===== src/verilog/edsc_cfg.svh =====
/*
  register offsets, field positions and feature codes of the external debug
  sample and control block.
  assumes: included by the top module of this block.
*/
// Notes on behaviour
// halted or prohibited: sample reads all-ones sentinel
// first read after reset may give sentinel
// sample undefined without retirement since last event
// sentinel or undefined read spoils companion samples
// good read returns address, loads companion samples
// locked memory-mapped read skips companion capture
// sample register changes on cold reset only
// status/control flags reset on cold reset only
// interrupt controller field: 0000 none, 0001 v3
// vector, float fields: 0000 present, 1111 absent
// level 3 and 2 state fields read 0000
// level 1 and 0 state fields read 0000
// processor feature halves at D20 and D24
// debug feature halves at D28 and D2C
// bit 4 write one requests imprecise halt
// debugger sets halt request only when pending
// halt request ignored if absent or disabled
// bit 3 write one clears pipeline advance flag
// bit 2 clears sticky errors, overrun in halt
// pipeline advance flag set on retirement, sticky
// error flag set by halt exception or overrun
// virtual context bit 30 marks level 2 sample
// reserved bits read zero, writes ignored
`ifndef EDSC_CFG_SVH
`define EDSC_CFG_SVH
`define EDSC_OFS_STATUS_CTRL 12'h088
`define EDSC_OFS_RESERVE_CTRL 12'h090
`define EDSC_OFS_PC_SAMPLE 12'h0A0
`define EDSC_OFS_CTX_SAMPLE 12'h0A4
`define EDSC_OFS_VCTX_SAMPLE 12'h0A8
`define EDSC_OFS_PFR_LO 12'hD20
`define EDSC_OFS_PFR_HI 12'hD24
`define EDSC_OFS_DFR_LO 12'hD28
`define EDSC_OFS_DFR_HI 12'hD2C
`define EDSC_BIT_HALT_REQ 4
`define EDSC_BIT_CLR_PIPE 3
`define EDSC_BIT_CLR_STICKY 2
`define EDSC_BIT_INSTR_OVR 28
`define EDSC_BIT_RX_OVR 27
`define EDSC_BIT_TX_UND 26
`define EDSC_BIT_PIPE_ADV 25
`define EDSC_BIT_ERR 6
`define EDSC_BIT_VCTX_NS 31
`define EDSC_BIT_VCTX_EL2 30
`define EDSC_SENTINEL 32'hFFFFFFFF
`define EDSC_FEAT_IMPL 4'h0
`define EDSC_FEAT_ABSENT 4'hF
`define EDSC_INTC_NONE 4'h0
`define EDSC_INTC_V3 4'h1
`define EDSC_EL_A32_ONLY 4'h0
`endif


===== src/verilog/edsc_pkg.sv =====
/*
  types shared by the external debug sample and control block.
  assumes: compiled before the top module.
*/
package edsc_pkg;
  // outcome of a sample read
  typedef enum logic [1:0] {EDSC_RD_GOOD, EDSC_RD_SENT, EDSC_RD_UNDEF} edsc_rd_t;
endpackage : edsc_pkg


===== src/verilog/edsc_top.sv =====
/*
  external debug sample and control registers: pc sample with companion
  context samples, feature id halves, reserve control and sticky flags.
  assumes: one 20 MHz clock; cold reset is rst_n; warm and debug resets are
  not wired here at all, so they cannot touch these registers; register port
  is a simple one-cycle strobe port from the debug access logic.
*/
`timescale 1ns/1ps
`include "edsc_cfg.svh"
module edsc_top
  import edsc_pkg::*;
#(
  parameter bit HALT_REQ_IMPL = 1'b1, // imprecise halt request built in
  parameter bit EL2_IMPL = 1'b1, // level 2 present
  parameter bit INTC_IF_IMPL = 1'b1, // system interface to cpu if v3
  parameter bit VEC_IMPL = 1'b1, // vector extension present
  parameter bit FLT_IMPL = 1'b1, // floating point present
  parameter logic [31:0] DFR_LO_VAL = 32'h0000_0000, // debug feature low half
  parameter bit FIRST_READ_SENT = 1'b0 // sentinel on first read after reset
)(
  input wire logic sys_clk,
  input wire logic rst_n,
  input wire logic reg_rd, // read strobe, one cycle
  input wire logic reg_wr, // write strobe, one cycle
  input wire logic reg_mmap, // access came over memory-mapped path
  input wire logic [11:0] reg_addr, // byte offset
  input wire logic [31:0] reg_wdata,
  output logic [31:0] reg_rdata, // valid the cycle after reg_rd
  output logic reg_rvalid,
  input wire logic software_lock_flag, // memory-mapped lock engaged
  input wire logic pe_halted, // in debug state
  input wire logic pe_in_reset, // in reset state
  input wire logic profiling_prohibited,
  input wire logic instr_retired, // pulse: one or more retired
  input wire logic [31:0] cur_pc, // address of retiring instruction
  input wire logic [31:0] cur_ctx_id,
  input wire logic [7:0] cur_vmid,
  input wire logic cur_at_el2,
  input wire logic halt_exception, // pulse: exception taken in debug state
  input wire logic tx_underrun_ev, // pulse
  input wire logic rx_overrun_ev, // pulse
  input wire logic instr_overrun_ev, // pulse
  input wire logic invasive_debug_allowed, // raw authentication level
  input wire logic hyp_invasive_debug_allowed, // raw authentication level
  output logic imprecise_halt_request, // one-cycle pulse to halt logic
  output logic pipeline_advanced_flag,
  output logic tx_underrun_flag,
  output logic receive_overrun_flag,
  output logic instr_transfer_overrun,
  output logic cumul_error_flag
);
  // sticky flags and sample state
  logic [31:0] pc_q, pc_d; // latest retired address
  logic [31:0] ctx_q, ctx_d; // context at latest retirement
  logic [7:0] vmid_q, vmid_d;
  logic el2_q, el2_d;
  logic fresh_q, fresh_d; // retired since last sample event
  logic first_q, first_d; // no sample read since reset
  logic [31:0] pc_smp_q, pc_smp_d; // companion captures
  logic [31:0] ctx_smp_q, ctx_smp_d;
  logic [31:0] vctx_smp_q, vctx_smp_d;
  logic [31:0] rdata_d;
  logic rvalid_d;
  logic halt_d, pipe_d, tx_und_d, rx_ovr_d, instr_ovr_d, err_d;
  logic [1:0] inv_sync_q, hyp_sync_q; // two-flop synchronisers
  logic inv_ok, hyp_ok;
  logic wr_rcr, rd_pcs, clr_pipe, clr_sticky;
  edsc_rd_t rd_kind;

  // feature value built from parameters; one function serves both extensions
  function automatic logic [3:0] edsc_feat(input logic impl);
    edsc_feat = impl ? `EDSC_FEAT_IMPL : `EDSC_FEAT_ABSENT;
  endfunction : edsc_feat

  logic [31:0] pfr_lo;
  assign pfr_lo = {4'h0,
    (INTC_IF_IMPL ? `EDSC_INTC_V3 : `EDSC_INTC_NONE),
    edsc_feat(VEC_IMPL), edsc_feat(FLT_IMPL),
    `EDSC_EL_A32_ONLY, `EDSC_EL_A32_ONLY,
    `EDSC_EL_A32_ONLY, `EDSC_EL_A32_ONLY};

  // authentication levels come from outside the clock domain
  always_ff @(posedge sys_clk)
  begin
    if (!rst_n)
    begin
      inv_sync_q <= 2'h0;
      hyp_sync_q <= 2'h0;
    end
    else
    begin
      inv_sync_q <= {inv_sync_q[0], invasive_debug_allowed};
      hyp_sync_q <= {hyp_sync_q[0], hyp_invasive_debug_allowed};
    end
  end
  assign inv_ok = inv_sync_q[1];
  assign hyp_ok = hyp_sync_q[1] || !EL2_IMPL;

  // decode of strobes
  assign wr_rcr = reg_wr && (reg_addr == `EDSC_OFS_RESERVE_CTRL);
  assign rd_pcs = reg_rd && (reg_addr == `EDSC_OFS_PC_SAMPLE);
  assign clr_pipe = wr_rcr && reg_wdata[`EDSC_BIT_CLR_PIPE];
  assign clr_sticky = wr_rcr && reg_wdata[`EDSC_BIT_CLR_STICKY];

  // classify a sample read; halted or prohibited sentinel beats undefined, undefined beats first-read sentinel
  always_comb
  begin
    if (pe_halted || profiling_prohibited)
      rd_kind = EDSC_RD_SENT;
    else if (pe_in_reset || !fresh_q)
      rd_kind = EDSC_RD_UNDEF;
    else if (first_q && FIRST_READ_SENT)
      rd_kind = EDSC_RD_SENT;
    else
      rd_kind = EDSC_RD_GOOD;
  end

  // next values of sample state and sample captures
  always_comb
  begin
    pc_d = pc_q;
    ctx_d = ctx_q;
    vmid_d = vmid_q;
    el2_d = el2_q;
    fresh_d = fresh_q;
    first_d = first_q;
    pc_smp_d = pc_smp_q;
    ctx_smp_d = ctx_smp_q;
    vctx_smp_d = vctx_smp_q;
    // track the most recent retirement while running
    if (instr_retired && !pe_halted && !pe_in_reset)
    begin
      pc_d = cur_pc;
      ctx_d = cur_ctx_id;
      vmid_d = cur_vmid;
      el2_d = cur_at_el2 && EL2_IMPL;
    end
    // leaving states that spoil the sample: need a new retirement
    if (pe_in_reset || pe_halted || profiling_prohibited)
      fresh_d = 1'b0;
    else if (instr_retired)
      fresh_d = 1'b1;
    if (rd_pcs)
    begin
      first_d = 1'b0;
      fresh_d = instr_retired && !pe_halted && !pe_in_reset;
      pc_smp_d = (rd_kind == EDSC_RD_SENT) ? `EDSC_SENTINEL : pc_q;
      // locked memory-mapped read leaves companions alone
      if (!(reg_mmap && software_lock_flag))
      begin
        if (rd_kind == EDSC_RD_GOOD)
        begin
          ctx_smp_d = ctx_q;
          vctx_smp_d = 32'h0;
          vctx_smp_d[`EDSC_BIT_VCTX_NS] = 1'b1;
          vctx_smp_d[`EDSC_BIT_VCTX_EL2] = el2_q;
          vctx_smp_d[7:0] = el2_q ? 8'h00 : vmid_q;
        end
        else
        begin
          // undefined contents: chosen as zero, cheapest to build
          ctx_smp_d = 32'h0;
          vctx_smp_d = 32'h0;
        end
      end
    end
  end

  // sticky status flags; a set in the clearing cycle wins
  always_comb
  begin
    pipe_d = instr_retired || (pipeline_advanced_flag && !clr_pipe);
    tx_und_d = tx_underrun_ev || (tx_underrun_flag && !clr_sticky);
    rx_ovr_d = rx_overrun_ev || (receive_overrun_flag && !clr_sticky);
    // overrun flag only clears while halted; running it keeps its value
    instr_ovr_d = instr_overrun_ev
                  || (instr_transfer_overrun && !(clr_sticky && pe_halted));
    err_d = halt_exception || tx_underrun_ev || rx_overrun_ev || instr_overrun_ev
            || (cumul_error_flag && !clr_sticky);
    // halt request only when built in and allowed
    halt_d = wr_rcr && reg_wdata[`EDSC_BIT_HALT_REQ] && HALT_REQ_IMPL
             && inv_ok && hyp_ok;
  end

  // read mux; unmapped and write-only offsets read zero
  always_comb
  begin
    rvalid_d = reg_rd;
    rdata_d = 32'h0;
    if (reg_rd)
    begin
      unique case (reg_addr)
        `EDSC_OFS_PC_SAMPLE: rdata_d = pc_smp_d;
        `EDSC_OFS_CTX_SAMPLE: rdata_d = ctx_smp_q;
        `EDSC_OFS_VCTX_SAMPLE: rdata_d = vctx_smp_q;
        `EDSC_OFS_STATUS_CTRL: rdata_d = {3'h0, instr_transfer_overrun, receive_overrun_flag,
          tx_underrun_flag, pipeline_advanced_flag, 18'h0, cumul_error_flag, 6'h0};
        `EDSC_OFS_PFR_LO: rdata_d = pfr_lo;
        `EDSC_OFS_PFR_HI: rdata_d = 32'h0;
        `EDSC_OFS_DFR_LO: rdata_d = DFR_LO_VAL;
        `EDSC_OFS_DFR_HI: rdata_d = 32'h0;
        default: rdata_d = 32'h0;
      endcase
    end
  end

  // registers; only cold reset (rst_n) clears the flags
  always_ff @(posedge sys_clk)
  begin
    if (!rst_n)
    begin
      pc_q <= 32'h0;
      ctx_q <= 32'h0;
      vmid_q <= 8'h0;
      el2_q <= 1'b0;
      fresh_q <= 1'b0;
      first_q <= 1'b1;
      pc_smp_q <= 32'h0;
      ctx_smp_q <= 32'h0;
      vctx_smp_q <= 32'h0;
      reg_rdata <= 32'h0;
      reg_rvalid <= 1'b0;
      imprecise_halt_request <= 1'b0;
      pipeline_advanced_flag <= 1'b0;
      tx_underrun_flag <= 1'b0;
      receive_overrun_flag <= 1'b0;
      instr_transfer_overrun <= 1'b0;
      cumul_error_flag <= 1'b0;
    end
    else
    begin
      pc_q <= pc_d;
      ctx_q <= ctx_d;
      vmid_q <= vmid_d;
      el2_q <= el2_d;
      fresh_q <= fresh_d;
      first_q <= first_d;
      pc_smp_q <= pc_smp_d;
      ctx_smp_q <= ctx_smp_d;
      vctx_smp_q <= vctx_smp_d;
      reg_rdata <= rdata_d;
      reg_rvalid <= rvalid_d;
      imprecise_halt_request <= halt_d;
      pipeline_advanced_flag <= pipe_d;
      tx_underrun_flag <= tx_und_d;
      receive_overrun_flag <= rx_ovr_d;
      instr_transfer_overrun <= instr_ovr_d;
      cumul_error_flag <= err_d;
    end
  end

  // sentinel when halted or prohibited
  a_sentinel_read: assert property (@(posedge sys_clk) disable iff (!rst_n)
    reg_rd && reg_addr == `EDSC_OFS_PC_SAMPLE && (pe_halted || profiling_prohibited)
    |=> reg_rdata == `EDSC_SENTINEL)
    else $error("sample read not sentinel while halted");
  // locked memory-mapped read keeps companions
  a_lock_keeps_ctx: assert property (@(posedge sys_clk) disable iff (!rst_n)
    rd_pcs && reg_mmap && software_lock_flag |=> $stable(ctx_smp_q) && $stable(vctx_smp_q))
    else $error("locked read changed companion samples");
  // good read loads context
  a_good_capture: assert property (@(posedge sys_clk) disable iff (!rst_n)
    rd_pcs && rd_kind == EDSC_RD_GOOD && !(reg_mmap && software_lock_flag)
    |=> ctx_smp_q == $past(ctx_q) && reg_rdata == $past(pc_q))
    else $error("good read did not capture sample");
  // pipeline flag cleared by write, unless retiring
  a_pipe_clear: assert property (@(posedge sys_clk) disable iff (!rst_n)
    clr_pipe && !instr_retired |=> !pipeline_advanced_flag)
    else $error("pipeline advance flag not cleared");
  a_pipe_set: assert property (@(posedge sys_clk) disable iff (!rst_n)
    instr_retired |=> pipeline_advanced_flag ##1 (pipeline_advanced_flag || $past(clr_pipe)))
    else $error("pipeline advance flag not set");
  // sticky clear leaves overrun alone while running
  a_ito_running: assert property (@(posedge sys_clk) disable iff (!rst_n)
    clr_sticky && !pe_halted && instr_transfer_overrun |=> instr_transfer_overrun)
    else $error("instruction overrun cleared while running");
  a_err_set: assert property (@(posedge sys_clk) disable iff (!rst_n)
    halt_exception || rx_overrun_ev
    |=> cumul_error_flag && $past(halt_exception || rx_overrun_ev))
    else $error("error flag not set");
  // halt request blocked without authentication
  a_halt_gated: assert property (@(posedge sys_clk) disable iff (!rst_n)
    imprecise_halt_request |-> $past(inv_ok) && $past(wr_rcr))
    else $error("halt request while debug disabled");
  a_pfr_zero: assert property (@(posedge sys_clk) disable iff (!rst_n)
    reg_rd && reg_addr == `EDSC_OFS_PFR_LO |=> reg_rdata[15:0] == 16'h0)
    else $error("state fields not zero");
endmodule : edsc_top


===== config.mk =====
export PLATFORM = sky130hd
export DESIGN_NAME = edsc_top
export DESIGN_NICKNAME = d
export VERILOG_FILES = /design/src/verilog/edsc_pkg.sv /design/src/verilog/edsc_top.sv
export VERILOG_INCLUDE_DIRS = /design/src /design/src/verilog
export SDC_FILE = /design/constraint.sdc
export NUM_CORES = 1
export LEC_CHECK = 0
export BUFFER_PORTS_ARGS = -buffer_cell sky130_fd_sc_hd__buf_2
export CAP_MARGIN = 40
export CORE_UTILIZATION = 35
export CTS_BUF_LIST = sky130_fd_sc_hd__clkbuf_2 sky130_fd_sc_hd__clkbuf_4 sky130_fd_sc_hd__clkbuf_8
export DETAILED_ROUTE_END_ITERATION = 7
export GPL_ROUTABILITY_DRIVEN = 0
export GPL_TIMING_DRIVEN = 0
export PLACE_DENSITY = 0.66
export SLEW_MARGIN = 30
export SYNTH_ARGS = -nofsm -noshare
export SYNTH_HDL_FRONTEND = slang
export SYNTH_SLANG_ARGS = --single-unit

===== constraint.sdc =====
create_clock -name sys_clk -period 2 [get_ports sys_clk]
set_input_delay 0.4 -clock sys_clk [delete_from_list [all_inputs] [get_ports sys_clk]]
set_output_delay 0.4 -clock sys_clk [all_outputs]
set_load 0.1 [all_outputs]

### Word level (Yosys, flattened, before mapping)

Cells that the tools add are included.

| word-level totals | value |
|---|---|
| flip-flop bits (word level) | 213 |
| output and inout bits | 39 |
| logic and storage cells | 75 |

| operators by class | value |
|---|---|
| eq/ne operators | 7 |
| mux-type cells | 11 |
| bitwise operators | 1 |
| reduce and logical (&&, ||, !) cells | 38 |

Operators by type and width:

| operator | count |
|---|---|
| $pmux 32 s5 | 1 |
| $mux 32 | 4 |
| $eq 12x8->1 const B | 5 |
| $logic_and 1x1->1 | 16 |
| $eq 12x12->1 const B | 1 |
| $logic_or 1x1->1 | 12 |
| $mux 8 | 1 |
| $logic_not 1->1 | 6 |
| $mux 2 | 2 |
| $reduce_and 2->1 | 2 |
| $mux 1 | 3 |
| $reduce_bool 3->1 | 1 |
| $eq 2x1->1 const B | 1 |
| $logic_not 2->1 | 1 |
| $not 1->1 | 1 |

### Longest topological paths before layout

Gate-level depths: netlist of the first run.

| logic depth | value |
|---|---|
| word-level depth | 8 |
| depth in mapped cells | 7 |

### Worst setup path before layout of the first run

OpenSTA, ideal clock, no wires.

| timing | value |
|---|---|
| path kind | input to register |
| start point | in reg_addr[8] |
| end point | reg ctx_smp_q[10] |
| data arrival time | 2,028 ps |
| slack | -150 ps |
| cell stages on the path | 7 |
| buffers on the path | 3 |
| path through | or4b_1 -> clkbuf_1 -> nor4_4 -> and3_1 -> buf_2 -> buf_2 -> o21ai_0 |

| between the ends | value |
|---|---|
| cells in the longest elaborated chain, start to end | 3 |

RTL lines:

| what | line | source |
|---|---|---|
| start: declaration | edsc_top.sv:26 | `input wire logic [11:0] reg_addr,` |
| $eq 12x8->1 | -- |  |
| $logic_and 1x1->1 | edsc_top.sv:101 | `` assign rd_pcs = reg_rd && (reg_addr == `EDSC_OFS_PC_SAMPLE); `` |
| $reduce_and 2->1 (no source line) | -- |  |
| end signal: assignment | edsc_top.sv:239 | `ctx_smp_q <= ctx_smp_d;` |
| end: declaration | edsc_top.sv:60 | `logic [31:0] ctx_smp_q, ctx_smp_d;` |

No other way between the ends.
A chain may end at the register's enable or synchronous reset.

### Worst setup path after layout of the first run

| timing | value |
|---|---|
| start point | in reg_addr[8] |
| end point | reg pc_smp_q[7] |

| between the ends | value |
|---|---|
| cells in the longest elaborated chain, start to end | 3 |

RTL lines:

| what | line | source |
|---|---|---|
| $eq 12x8->1 | -- |  |
| $logic_and 1x1->1 | edsc_top.sv:101 |  |
| $mux 32 | edsc_top.sv:143 | `if (rd_pcs)` |
| end signal: assignment | edsc_top.sv:238 | `pc_smp_q <= pc_smp_d;` |
| end: declaration | edsc_top.sv:59 | `logic [31:0] pc_smp_q, pc_smp_d;` |

No other way between the ends.

==> results of run 1 <==
routing by layer:
layer  share of wire, %  GRT usage (%)
met2                 47           34.6
met4                1.8           6.45
met5               0.11              0
met1                 45           28.3
met3                6.6           4.07
how the worst min path moves through the flow:
stage / from / endpoint / slack (ns) / cells after the start
after global routing: reg_wdata[3] / pipeline_advanced_flag / 0.10 / 2
final: reg_wdata[3] / pipeline_advanced_flag / 0.10 / 2
after CTS: reg_wdata[3] / pipeline_advanced_flag / 0.09 / 2
after floorplan: hyp_sync_q[0] / hyp_sync_q[1] / 0.41 / 1
after global placement: inv_sync_q[0] / inv_sync_q[1] / 0.41 / 1
after detailed placement: hyp_sync_q[0] / hyp_sync_q[1] / 0.42 / 1
through the flow:
step,setup TNS [ns],instance area [um^2]
final,0,9430
after global routing,0,9430
after CTS,-0.0112,9380
after detailed placement,-76.73,8930
after global placement,-94.57,8910
after floorplan,-1.40,7870
state kept, by name, summed over array words and instances, names as in the netlist:
register                cells
pipeline_advanced_flag      1
ctx_q                      32
reg_rdata                  32
tx_underrun_flag            1
inv_sync_q                  2
vctx_smp_q                 10
el2_q                       1
receive_overrun_flag        1
reg_rvalid                  1
pc_q                       32
hyp_sync_q                  2
imprecise_halt_request      1
vmid_q                      8
cumul_error_flag            1
instr_transfer_overrun      1
fresh_q                     1
ctx_smp_q                  32
pc_smp_q                   32
Yosys cell counts, types with 23 or more instances:
library cell / number / area share [%]
a21boi_0: 73 / 7.0
nand3_1: 34 / 2.2
o21ai_0: 43 / 2.8
nand4_1: 36 / 2.9
o211a_1: 32 / 4.1
a22oi_1: 23 / 2.2
a21oi_1: 53 / 3.4
dfxtp_1: 191 / 49
clkbuf_1: 62 / 3.0
nand2_1: 203 / 9.8
nor3_1: 46 / 3.0
nor2_1: 30 / 1.4
cells by family (layout without fill, tap and decap cells):
logic type             Yosys count  after routing  synth area share [%]
AO/OA/AOI/OAI                  256            256                  23.1
buffers and inverters           95            275                  4.91
flip-flops                     191            191                  49.1
other                            0              1                     0
AND/OR/NAND/NOR                381            381                  22.8
final cells by class:
type / count / area (um^2)
repair buffers: 148 / 764
clock buffers: 18 / 248
plain buffers: 91 / 459
well taps: 280 / 350
fillers: 2225 / 12400
clock inverters: 14 / 151
inverters: 4 / 15.0
diodes: 1 / 2.50
multi-input cells: 637 / 3620
flip-flops and latches: 191 / 3820
power by group:
part,internal (W),switching (W)
combinational,0.000199,0.000406
clock,0.00106,0.00150
sequential,0.00386,0.0000379
placed cells by master, fill, tap and decap left out, drive strengths merged, types with 2 or more instances in the layout:
cell type,n
o211ai,5
nand3b,4
a31o,8
nor4b,4
nand4,36
nor3,46
a32oi,4
a21oi,53
o21ai,43
a21boi,73
nor4,4
o211a,32
clkinv,5
a222oi,9
nand3,34
inv,9
a31oi,2
clkbuf,79
a22oi,23
nor2,30
dfxtp,191
or3b,2
buf,178
clkinvlp,3
nand2,203
or2,3
and2,7
worst register-to-register path: stages, from the launching register on:
cell	delay, ns
dfxtp_1	0.35
nand2_1	0.06
nor4_2	0.40
buf_2	0.30
clkbuf_1	0.35
nand4_1	0.20
o21ai_1	0.11
repair_timing:
action | in CTS | in global routing
buffers inserted | 4 | 3
pin swaps | 1 | 2
endpoints found under the setup margin | 73 | 79
gates resized for setup | 5 | 14
cloned | 0 | 0
hold endpoints to repair | 0 | 0
==> impl_metrics.csv, run 1 <==
group,metric,value,unit
clocking,worst_skew_pair.late_latency,0.48,ns
setup_path,end_kind,"flip-flop",
grt,grtUsageTotal,21.2,%
sta,slew_headroom,51.3,%
grt,grt_pass1_wl,36.3,mm
outcome,outcome,"complete, no violations",
setup_path,crit_top_cell,"buf_4",
sta,rsz0062_at_grt,"false",
grt,antenna_found_initial,2,
die,ios,172,
pwr,leakagePower,3.82,nW
drt,post-route-drc-count,0,
pwr,p_per_area,749,nW/um^2
yosys,synth_edf_count,0,
setup_path,cpMaxStageDelayCell,"or4b_1",
setup_path,reg2reg_from,"fresh_q",
drt,drt_iter0_markers,691,
yosys,ys_seq_elements,191,
sta,finalHoldViolCount,0,
setup_path,cp-start-kind,"input port",
setup_path,critPathKind,"in -> reg",
setup_path,crit_chain,"buf_2 -> or4b_1 -> buf_4 -> nor4_4 -> buf_4 -> buf_4 -> buf_2 -> nand3_1 -> o211a_1",
setup_path,cp_top_family,"simple AND/OR/NAND/NOR gates",
clocking,cts.sinks,191,
drt,drt-total-wl,24.0,mm
placement,dp_hpwl,18.2,mm
sta,worst_slack,0.0461,ns
setup_path,crit_required,2.38,ns
yosys,synthDistinctLibCells,44,
drt,viasPerCell,5.29,
die,die_area,22800,um^2
cells_and_area,final_cells,1384,
die,fp.dieH,151,um
die,row_count,54,
sta,drv_slew,0,
yosys,synth_ff_type,"dfxtp_1",
pwr,finalPower,0.00707,W
clocking,htreeDepth,4,
placement,place_ws,-0.769,ns
placement,io_buffers,137,
clocking,numCtsBuffers,17,
clocking,clock-root-buffer,"clkbuf_8",
yosys,netlist_instances,923,
drt,detail-route-antenna-nets,0,
clocking,clkSlewWorstSetupHoldPaths,0.11,ns
setup_path,r2r_slack,0.17,ns
clocking,clock_path_buffers,2,
sta,post-route-period-util,97.7,%
die,start_util,35.6,%
grt,grt_pass1_vias,6754,
cells_and_area,fin_util,43.2,%
yosys,synth_area,7780,um^2
sta,finalCriticalPeriod,1.95,ns
die,die_w,151,um
yosys,yosys_warnings,0,
grt,grt_max_degree,19,
cells_and_area,drive_above_1_share,20.6,%
flow_run,maxCapViolCount,0,
setup_path,cp-startpoint,"reg_addr[8]",
sta,hold_ws,0.101,ns
setup_path,crit_arrival,2.33,ns
setup_path,max_stage_delay,0.55,ns
yosys,seq_area_frac_synth,49.1,%
yosys,avgSynthCellArea,8.43,um^2
sta,finalSetupViolations,0,
pwr,max-vdd-ir-drop,0.434,mV
drt,drt_first_pass_iters,5,
setup_path,endpoint,"pc_smp_q[7]",
drt,wire_per_inst,17.3,um
setup_path,worst-path-buf-inv,5,
worst_hold_path,hp-class,"in -> reg",
setup_path,r2r_cells,6,
drt,via_count,7326,
setup_path,worst_r2r_endpoint,"ctx_smp_q[11]",
setup_path,crit_path_max_fanout,10,
clocking,cts_tree,"done",
setup_path,path_depth,9,
yosys,async_reset_ff_share,0,%
yosys,syn_nets,1056,
grt,grt_overflow_total,0,
clocking,postCtsHoldBufs,0,
placement,dpl.cell_count,1343,
cells_and_area,nets,1223,
die,coreArea,21800,um^2
sta,timing.fmax,512,MHz
cells_and_area,syn2layout_area_growth,21.3,%
sta,worst_pin_slew,0.731,ns
sta,finalClockSkew,0.0155,ns
No activity file was read; power rests on OpenSTA's default activity.
==> run 2, diff against run 1 <==
--- a/config.mk
+++ b/config.mk
@@ -8,12 +8,13 @@
 export LEC_CHECK = 0
 export BUFFER_PORTS_ARGS = -buffer_cell sky130_fd_sc_hd__buf_2
 export CAP_MARGIN = 40
-export CORE_UTILIZATION = 35
+export CORE_UTILIZATION = 40
 export CTS_BUF_LIST = sky130_fd_sc_hd__clkbuf_2 sky130_fd_sc_hd__clkbuf_4 sky130_fd_sc_hd__clkbuf_8
 export DETAILED_ROUTE_END_ITERATION = 7
 export GPL_ROUTABILITY_DRIVEN = 0
 export GPL_TIMING_DRIVEN = 0
-export PLACE_DENSITY = 0.66
+export HOLD_SLACK_MARGIN = 0.1
+export PLACE_DENSITY = 0.72
 export SLEW_MARGIN = 30
 export SYNTH_ARGS = -nofsm -noshare
 export SYNTH_HDL_FRONTEND = slang
==> constraint.sdc (replaced) <==
create_clock -name sys_clk -period 2 [get_ports sys_clk]
set_input_delay 0.4 -clock sys_clk [delete_from_list [all_inputs] [get_ports sys_clk]]
set_output_delay 0.4 -clock sys_clk [all_outputs]
set_load 0.05 [all_outputs]
==> run 2 against run 1 <==
The flow now finishes with violations (design-rule violations). Hold slack better by 0.029 ns. Count of clock-buffer cells in the layout up 3. Maximum frequency down 0.75%. Die area down 12%. Flip-flop and latch count unchanged. Design area down 0.45%. Sequential share of layout area up 0.18 points. Cell count down 1.6%. Largest cell class unchanged. Highest routed layer is now met4.
==> impl_metrics.csv, run 2 (same netlist as run 1, synthesis figures left out) <==
group,metric,value,unit
cells_and_area,layout.cells.most_common_list,"nand2_1, dfxtp_1, buf_2",
drt,wire_per_inst,16.9,um
clocking,htreeDepth,4,
sta,slew_headroom,50.5,%
die,coreArea,18900,um^2
pwr,p_per_area,742,nW/um^2
drt,viasPerCell,5.39,
die,die_area,20000,um^2
cells_and_area,drive_above_1_share,20.5,%
clocking,cts.sinks,191,
sta,finalCriticalPeriod,1.97,ns
die,start_util,41.2,%
grt,grt_max_degree,17,
grt,grt_use_met2,37.7,%
sta,finalSetupViolations,0,
clocking,clkSlewWorstSetupHoldPaths,0.10,ns
grt,grt_use_met1,31.2,%
die,fp.dieH,141,um
cells_and_area,mostFrequentLayoutCell,"nand2_1",
worst_hold_path,hp-start,"hyp_invasive_debug_allowed",
cells_and_area,syn2layout_area_growth,20.7,%
worst_hold_path,hp-class,"in -> reg",
grt,use_met3,4.96,%
grt,grt.busiest_layer,"met2",
setup_path,cp-startpoint,"reg_addr[8]",
sta,finalClockSkew,0.0123,ns
clocking,clock_path_buffers,2,
cells_and_area,final_cells,1362,
drt,via_count,7343,
setup_path,crit_arrival,2.34,ns
cells_and_area,fill_cells,1901,
clocking,numCtsBuffers,17,
sta,drv_slew,0,
grt,grt_overflow_total,0,
setup_path,end_kind,"flip-flop",
setup_path,crit_path_max_fanout,10,
setup_path,critPathKind,"in -> reg",
setup_path,crit_required,2.37,ns
cells_and_area,nets,1222,
placement,dp_hpwl,17.3,mm
grt,antenna_found_initial,1,
grt,grtUsageTotal,23.6,%
pwr,max-vdd-ir-drop,0.473,mV
clocking,worst_skew_pair.late_latency,0.47,ns
setup_path,cp-start-kind,"input port",
grt,grt_pass1_vias,6814,
sta,post-route-period-util,98.4,%
drt,drt-total-wl,23.0,mm
drt,post-route-drc-count,1,
drt,drt_iter0_markers,630,
pwr,leakagePower,3.82,nW
drt,detail-route-antenna-nets,0,
placement,io_buffers,137,
drt,drt_first_pass_iters,8,
sta,rsz0062_at_grt,"true",
flow_run,maxCapViolCount,0,
placement,dpl.cell_count,1322,
sta,finalHoldViolCount,0,
die,row_count,50,
outcome,outcome,"complete, but fails checks",
sta,worst_pin_slew,0.743,ns
outcome,violations,"design-rule violations",
clocking,clock-root-buffer,"clkbuf_8",
sta,hold_ws,0.130,ns
die,die_w,141,um
sta,timing.fmax,508,MHz
clocking,cts_tree,"done",
setup_path,reg2reg_from,"fresh_q",
die,ios,172,
grt,grt_pass1_wl,36.1,mm
run 2: cell types whose count changed in the layout (fill, tap and decap cells not counted), moves of 2 or more:
cell / before / now
buf_2: 145 / 147
buf_4: 10 / 8
clkbuf_8: 18 / 20
clkinv_4: 3 / 1
clkinvlp_4: 3 / 1
inv_6: 2 / 4
inv_8: 3 / 1
run 2: final timing paths:
| check | slack (ns) | depth (start not counted) | end |
|---|---|---|---|
| hold / removal | 0.13 | 2 | hyp_sync_q[0] |
| setup / recovery | 0.03 | 8 | reg_rdata[25] |
| setup reg to reg | 0.16 | 6 | ctx_smp_q[11] |
| hold reg to reg | 0.44 | 1 | inv_sync_q[1] |
run 2: worst max-delay path, stage by stage:
cell and delay (ns):
buf_2 0.10, or4b_1 0.56, buf_2 0.22, nor4_4 0.21
buf_4 0.20, buf_2 0.24, o211ai_1 0.15, a22oi_1 0.25
run 2: area by class of cell:
class,instances,area [um^2],area share (%)
Timing Repair Buffer,147,756,8.05
Multi-Input combinational cell,637,3630,38.6
Buffer,91,458,4.88
Inverter,4,15.0,0.160
Antenna cell,1,2.50,0.0266
Clock inverter,10,103,1.09
Clock buffer,21,283,3.01
Sequential cell,191,3820,40.7
Tap cell,260,325,3.46
run 2: power breakdown:
part / internal (W) / switching, W
logic: 0.000199 / 0.000365
registers: 0.00386 / 0.0000400
clock network: 0.00111 / 0.00139
total: 0.00518 / 0.00180
run 2: repair_timing:
item	in CTS	in global routing
setup endpoints to repair	49	48
pin swaps	1	2
endpoints found under the hold margin	1	0
setup buffers	2	4
hold buffers	1	0
resized for setup	5	16
run 2: per-stage QoR:
stage / cell area (um^2) / TNS (ns) / setup WS, ns / power (W) / utilization [%]
floorplan: 7870 / -1.40 / -0.0387 / 0.00430 / -
global placement: 8880 / -85.42 / -0.928 / 0.00454 / 47.0
detailed placement: 8900 / -75.17 / -0.712 / 0.00454 / 47.1
CTS: 9320 / 0 / 0.00376 / 0.00701 / 49.3
global route: 9390 / -0.00256 / -0.00165 / 0.00723 / 49.7
finish: 9390 / 0 / 0.0313 / 0.00697 / 49.7
run 2: routing by layer:
layer	part of all wire, %	vias to the layer above
li1	-	3600
met1	44	3410
met2	46	292
met3	7.6	41
met4	2.9	0
met5	0	-
==> run 3, diff against run 2 <==
--- a/config.mk
+++ b/config.mk
@@ -6,10 +6,12 @@
 export SDC_FILE = /design/constraint.sdc
 export NUM_CORES = 1
 export LEC_CHECK = 0
+export ABC_AREA = 1
 export BUFFER_PORTS_ARGS = -buffer_cell sky130_fd_sc_hd__buf_2
 export CAP_MARGIN = 40
 export CORE_UTILIZATION = 40
 export CTS_BUF_LIST = sky130_fd_sc_hd__clkbuf_2 sky130_fd_sc_hd__clkbuf_4 sky130_fd_sc_hd__clkbuf_8
+export CTS_CLUSTER_DIAMETER = 30
 export DETAILED_ROUTE_END_ITERATION = 7
 export GPL_ROUTABILITY_DRIVEN = 0
 export GPL_TIMING_DRIVEN = 0
==> run 3 against run 2 <==
Worst setup slack better by 0.40 ns. The run now ends clean. Sequential power about the same. Hold slack better by 0.029 ns. First-iteration DRC count down 18%. Die area up 5.3%. Critical path depth unchanged. Clock power about the same. Design area up 2.6%. Utilization down 1.0 points. Wire length down 2.1%. Via count up 4.1%.
==> impl_metrics.csv, run 3 <==
group,metric,value,unit
outcome,outcome,"complete, no violations",
grt,grt_pass1_vias,7132,
clocking,cts_tree,"done",
cells_and_area,design_area,9630,um^2
sta,fin_tns_setup,0,ns
setup_path,end_kind,"flip-flop",
yosys,yosys_warnings,0,
drt,drt_iter0_markers,516,
cells_and_area,syn2layout_area_growth,17.5,%
drt,viasPerCell,5.03,
yosys,synth_top_area_share,46.7,%
sta,rsz0062_at_grt,"false",
clocking,htreeDepth,4,
setup_path,cpMaxStageDelayCell,"nand4_1",
sta,finalCriticalPeriod,1.57,ns
cells_and_area,mostFrequentLayoutCell,"nor2_1",
setup_path,crit_chain,"buf_2 -> nor2_2 -> nand3_2 -> nor2_1 -> nand4_1 -> clkbuf_1 -> nand2_1 -> a21oi_1",
yosys,synth_top_area_cell,"dfxtp_1",
setup_path,reg2reg_from,"fresh_q",
yosys,netlist_top_cells_count,"nor2_1, dfxtp_1, nand2_1, inv_1, a21oi_1",
clocking,clkSlewWorstSetupHoldPaths,0.09,ns
cells_and_area,nets,1378,
clocking,cts.repair.resized,0,
cells_and_area,layout.cells.most_common_list,"nor2_1, dfxtp_1, nand2_1",
yosys,synth_most_common_cell,"nor2_1",
die,die_area,21100,um^2
grt,grtUsageTotal,21.8,%
pwr,p_per_area,727,nW/um^2
grt,grt_max_degree,17,
die,start_util,41.4,%
yosys,netlist_instances,1083,
placement,dp_hpwl,16.9,mm
grt,grt_pass1_wl,36.0,mm
setup_path,crit_path_max_fanout,10,
clocking,postCtsHoldBufs,2,
sta,timing.fmax,638,MHz
setup_path,worst-path-buf-inv,2,
worst_hold_path,hold_end,"receive_overrun_flag",
yosys,synth_area_leaders,"dfxtp_1, nor2_1, nand2_1",
die,row_count,51,
setup_path,cp-start-kind,"input port",
setup_path,max_stage_delay,0.36,ns
yosys,synth_edf_count,0,
setup_path,worst_r2r_endpoint,"ctx_smp_q[11]",
yosys,async_reset_ff_share,0,%
setup_path,cp_top_family,"simple AND/OR/NAND/NOR gates",
drt,detail-route-antenna-nets,0,
cells_and_area,fill_cells,2027,
die,coreArea,19800,um^2
setup_path,r2r_slack,0.50,ns
sta,worst_pin_slew,0.669,ns
worst_hold_path,hp-start,"rx_overrun_ev",
die,fp.dieH,145,um
setup_path,r2r_cells,5,
setup_path,crit_arrival,1.91,ns
drt,drt_first_pass_iters,5,
placement,placed_area,9230,um^2
sta,finalSetupViolations,0,
drt,wire_per_inst,14.8,um
placement,io_buffers,141,
sta,finalClockSkew,0.0101,ns
pwr,leakagePower,3.83,nW
worst_hold_path,hp-class,"in -> reg",
yosys,ys_seq_elements,191,
clocking,clock_path_buffers,2,
sta,finalHoldViolCount,0,
sta,post-route-period-util,78.3,%
yosys,synth_ff_type,"dfxtp_1",
grt,grt_overflow_total,0,
worst_hold_path,hold_path_depth,3,
drt,via_count,7645,
setup_path,critPathKind,"in -> reg",
clocking,clock-root-buffer,"clkbuf_8",
flow_run,maxCapViolCount,0,
yosys,synth_area,8200,um^2
sta,slew_headroom,55.4,%
die,die_w,145,um
yosys,seq_area_frac_synth,46.7,%
yosys,avgSynthCellArea,7.57,um^2
clocking,numCtsBuffers,17,
yosys,syn_nets,1216,
yosys,synthDistinctLibCells,32,
die,ios,172,
drt,drt-total-wl,22.6,mm
clocking,cts.sinks,191,
pwr,max-vdd-ir-drop,0.461,mV
clocking,worst_skew_pair.late_latency,0.47,ns
cells_and_area,drive_above_1_share,22.6,%
sta,drv_slew,0,
clocking,postCtsSetupBuffers,0,
cells_and_area,diodes,0,
drt,post-route-drc-count,0,
grt,antenna_found_initial,0,
setup_path,crit_required,2.34,ns
-- run 3: cell types whose count changed after synthesis, moves of 31 or more --
cell and delta:
o21ai_0 +32, nor3_1 -45, a21oi_2 +31, nand2_1 -37, inv_1 +89, o211a_1 -32
nor2_1 +164, nand4_1 +38, a21boi_0 -73
-- run 3: kinds of logic after synthesis --
kind of cell,after synthesis,share of synthesized area (%)
AO/OA/AOI/OAI,189,13.0
buffers and inverters,179,9.54
AND/OR/NAND/NOR,524,30.8
flip-flops,191,46.7
-- run 3: routing by layer --
layer  wire, um  vias up  part of all wire [%]  global-route usage [%]
met5          0        -                     0                       0
met3       1450       37                   6.4                    4.56
li1           -     3840                     -                       -
met2      10500      242                    46                    35.2
met1      10100     3526                    45                    28.5
met4        478        0                   2.1                    8.42
-- run 3: tightest hold or removal path: cells and delay by family --
kind	cells	cell delay (ns)
buf+inv	1	0.09
compound gates	1	0.04
simple gates	1	0.07
-- run 3: worst max path at each step --
stage	cells past startpoint	endpoint	from
final	8	vctx_smp_q[0]	reg_addr[1]
after global routing	8	vctx_smp_q[2]	reg_addr[1]
after CTS	1	reg_rdata[8]	reg_rdata[8]
after detailed placement	8	reg_rdata[3]	reg_addr[1]
after global placement	8	reg_rdata[9]	reg_addr[1]
after floorplan	7	reg_rdata[10]	reg_addr[1]
-- run 3: power breakdown --
part	internal (W)	switching, W
clock	0.00126	0.00128
sequential	0.00389	0.0000376
combinational	0.000179	0.000356
total	0.00533	0.00167
-- run 3: layout make-up --
cell class                      count  area, um^2  share of cell area (%)
Timing Repair Buffer              143         726                    7.53
Clock buffer                       20         263                    2.73
Multi-Input combinational cell    713        3590                    37.3
Buffer                             80         410                    4.26
Tap cell                          265         332                    3.44
Inverter                           99         372                    3.86
Clock inverter                      8         118                    1.22
Sequential cell                   191        3820                    39.7
-- run 3: through the flow --
stage / power, W / worst slack [ns] / hold slack [ns] / std cells / util (%)
final: 0.00700 / 0.433 / 0.159 / 1519 / 48.7
after global placement: 0.00453 / 0.0424 / 0.394 / 1489 / 46.7
after detailed placement: 0.00454 / 0.0128 / 0.407 / 1489 / 46.7
after CTS: 0.00704 / 0.433 / 0.139 / 1519 / 48.7
after global routing: 0.00727 / 0.373 / 0.132 / 1519 / 48.7
after floorplan: 0.00431 / 0.514 / 0.390 / 1083 / -
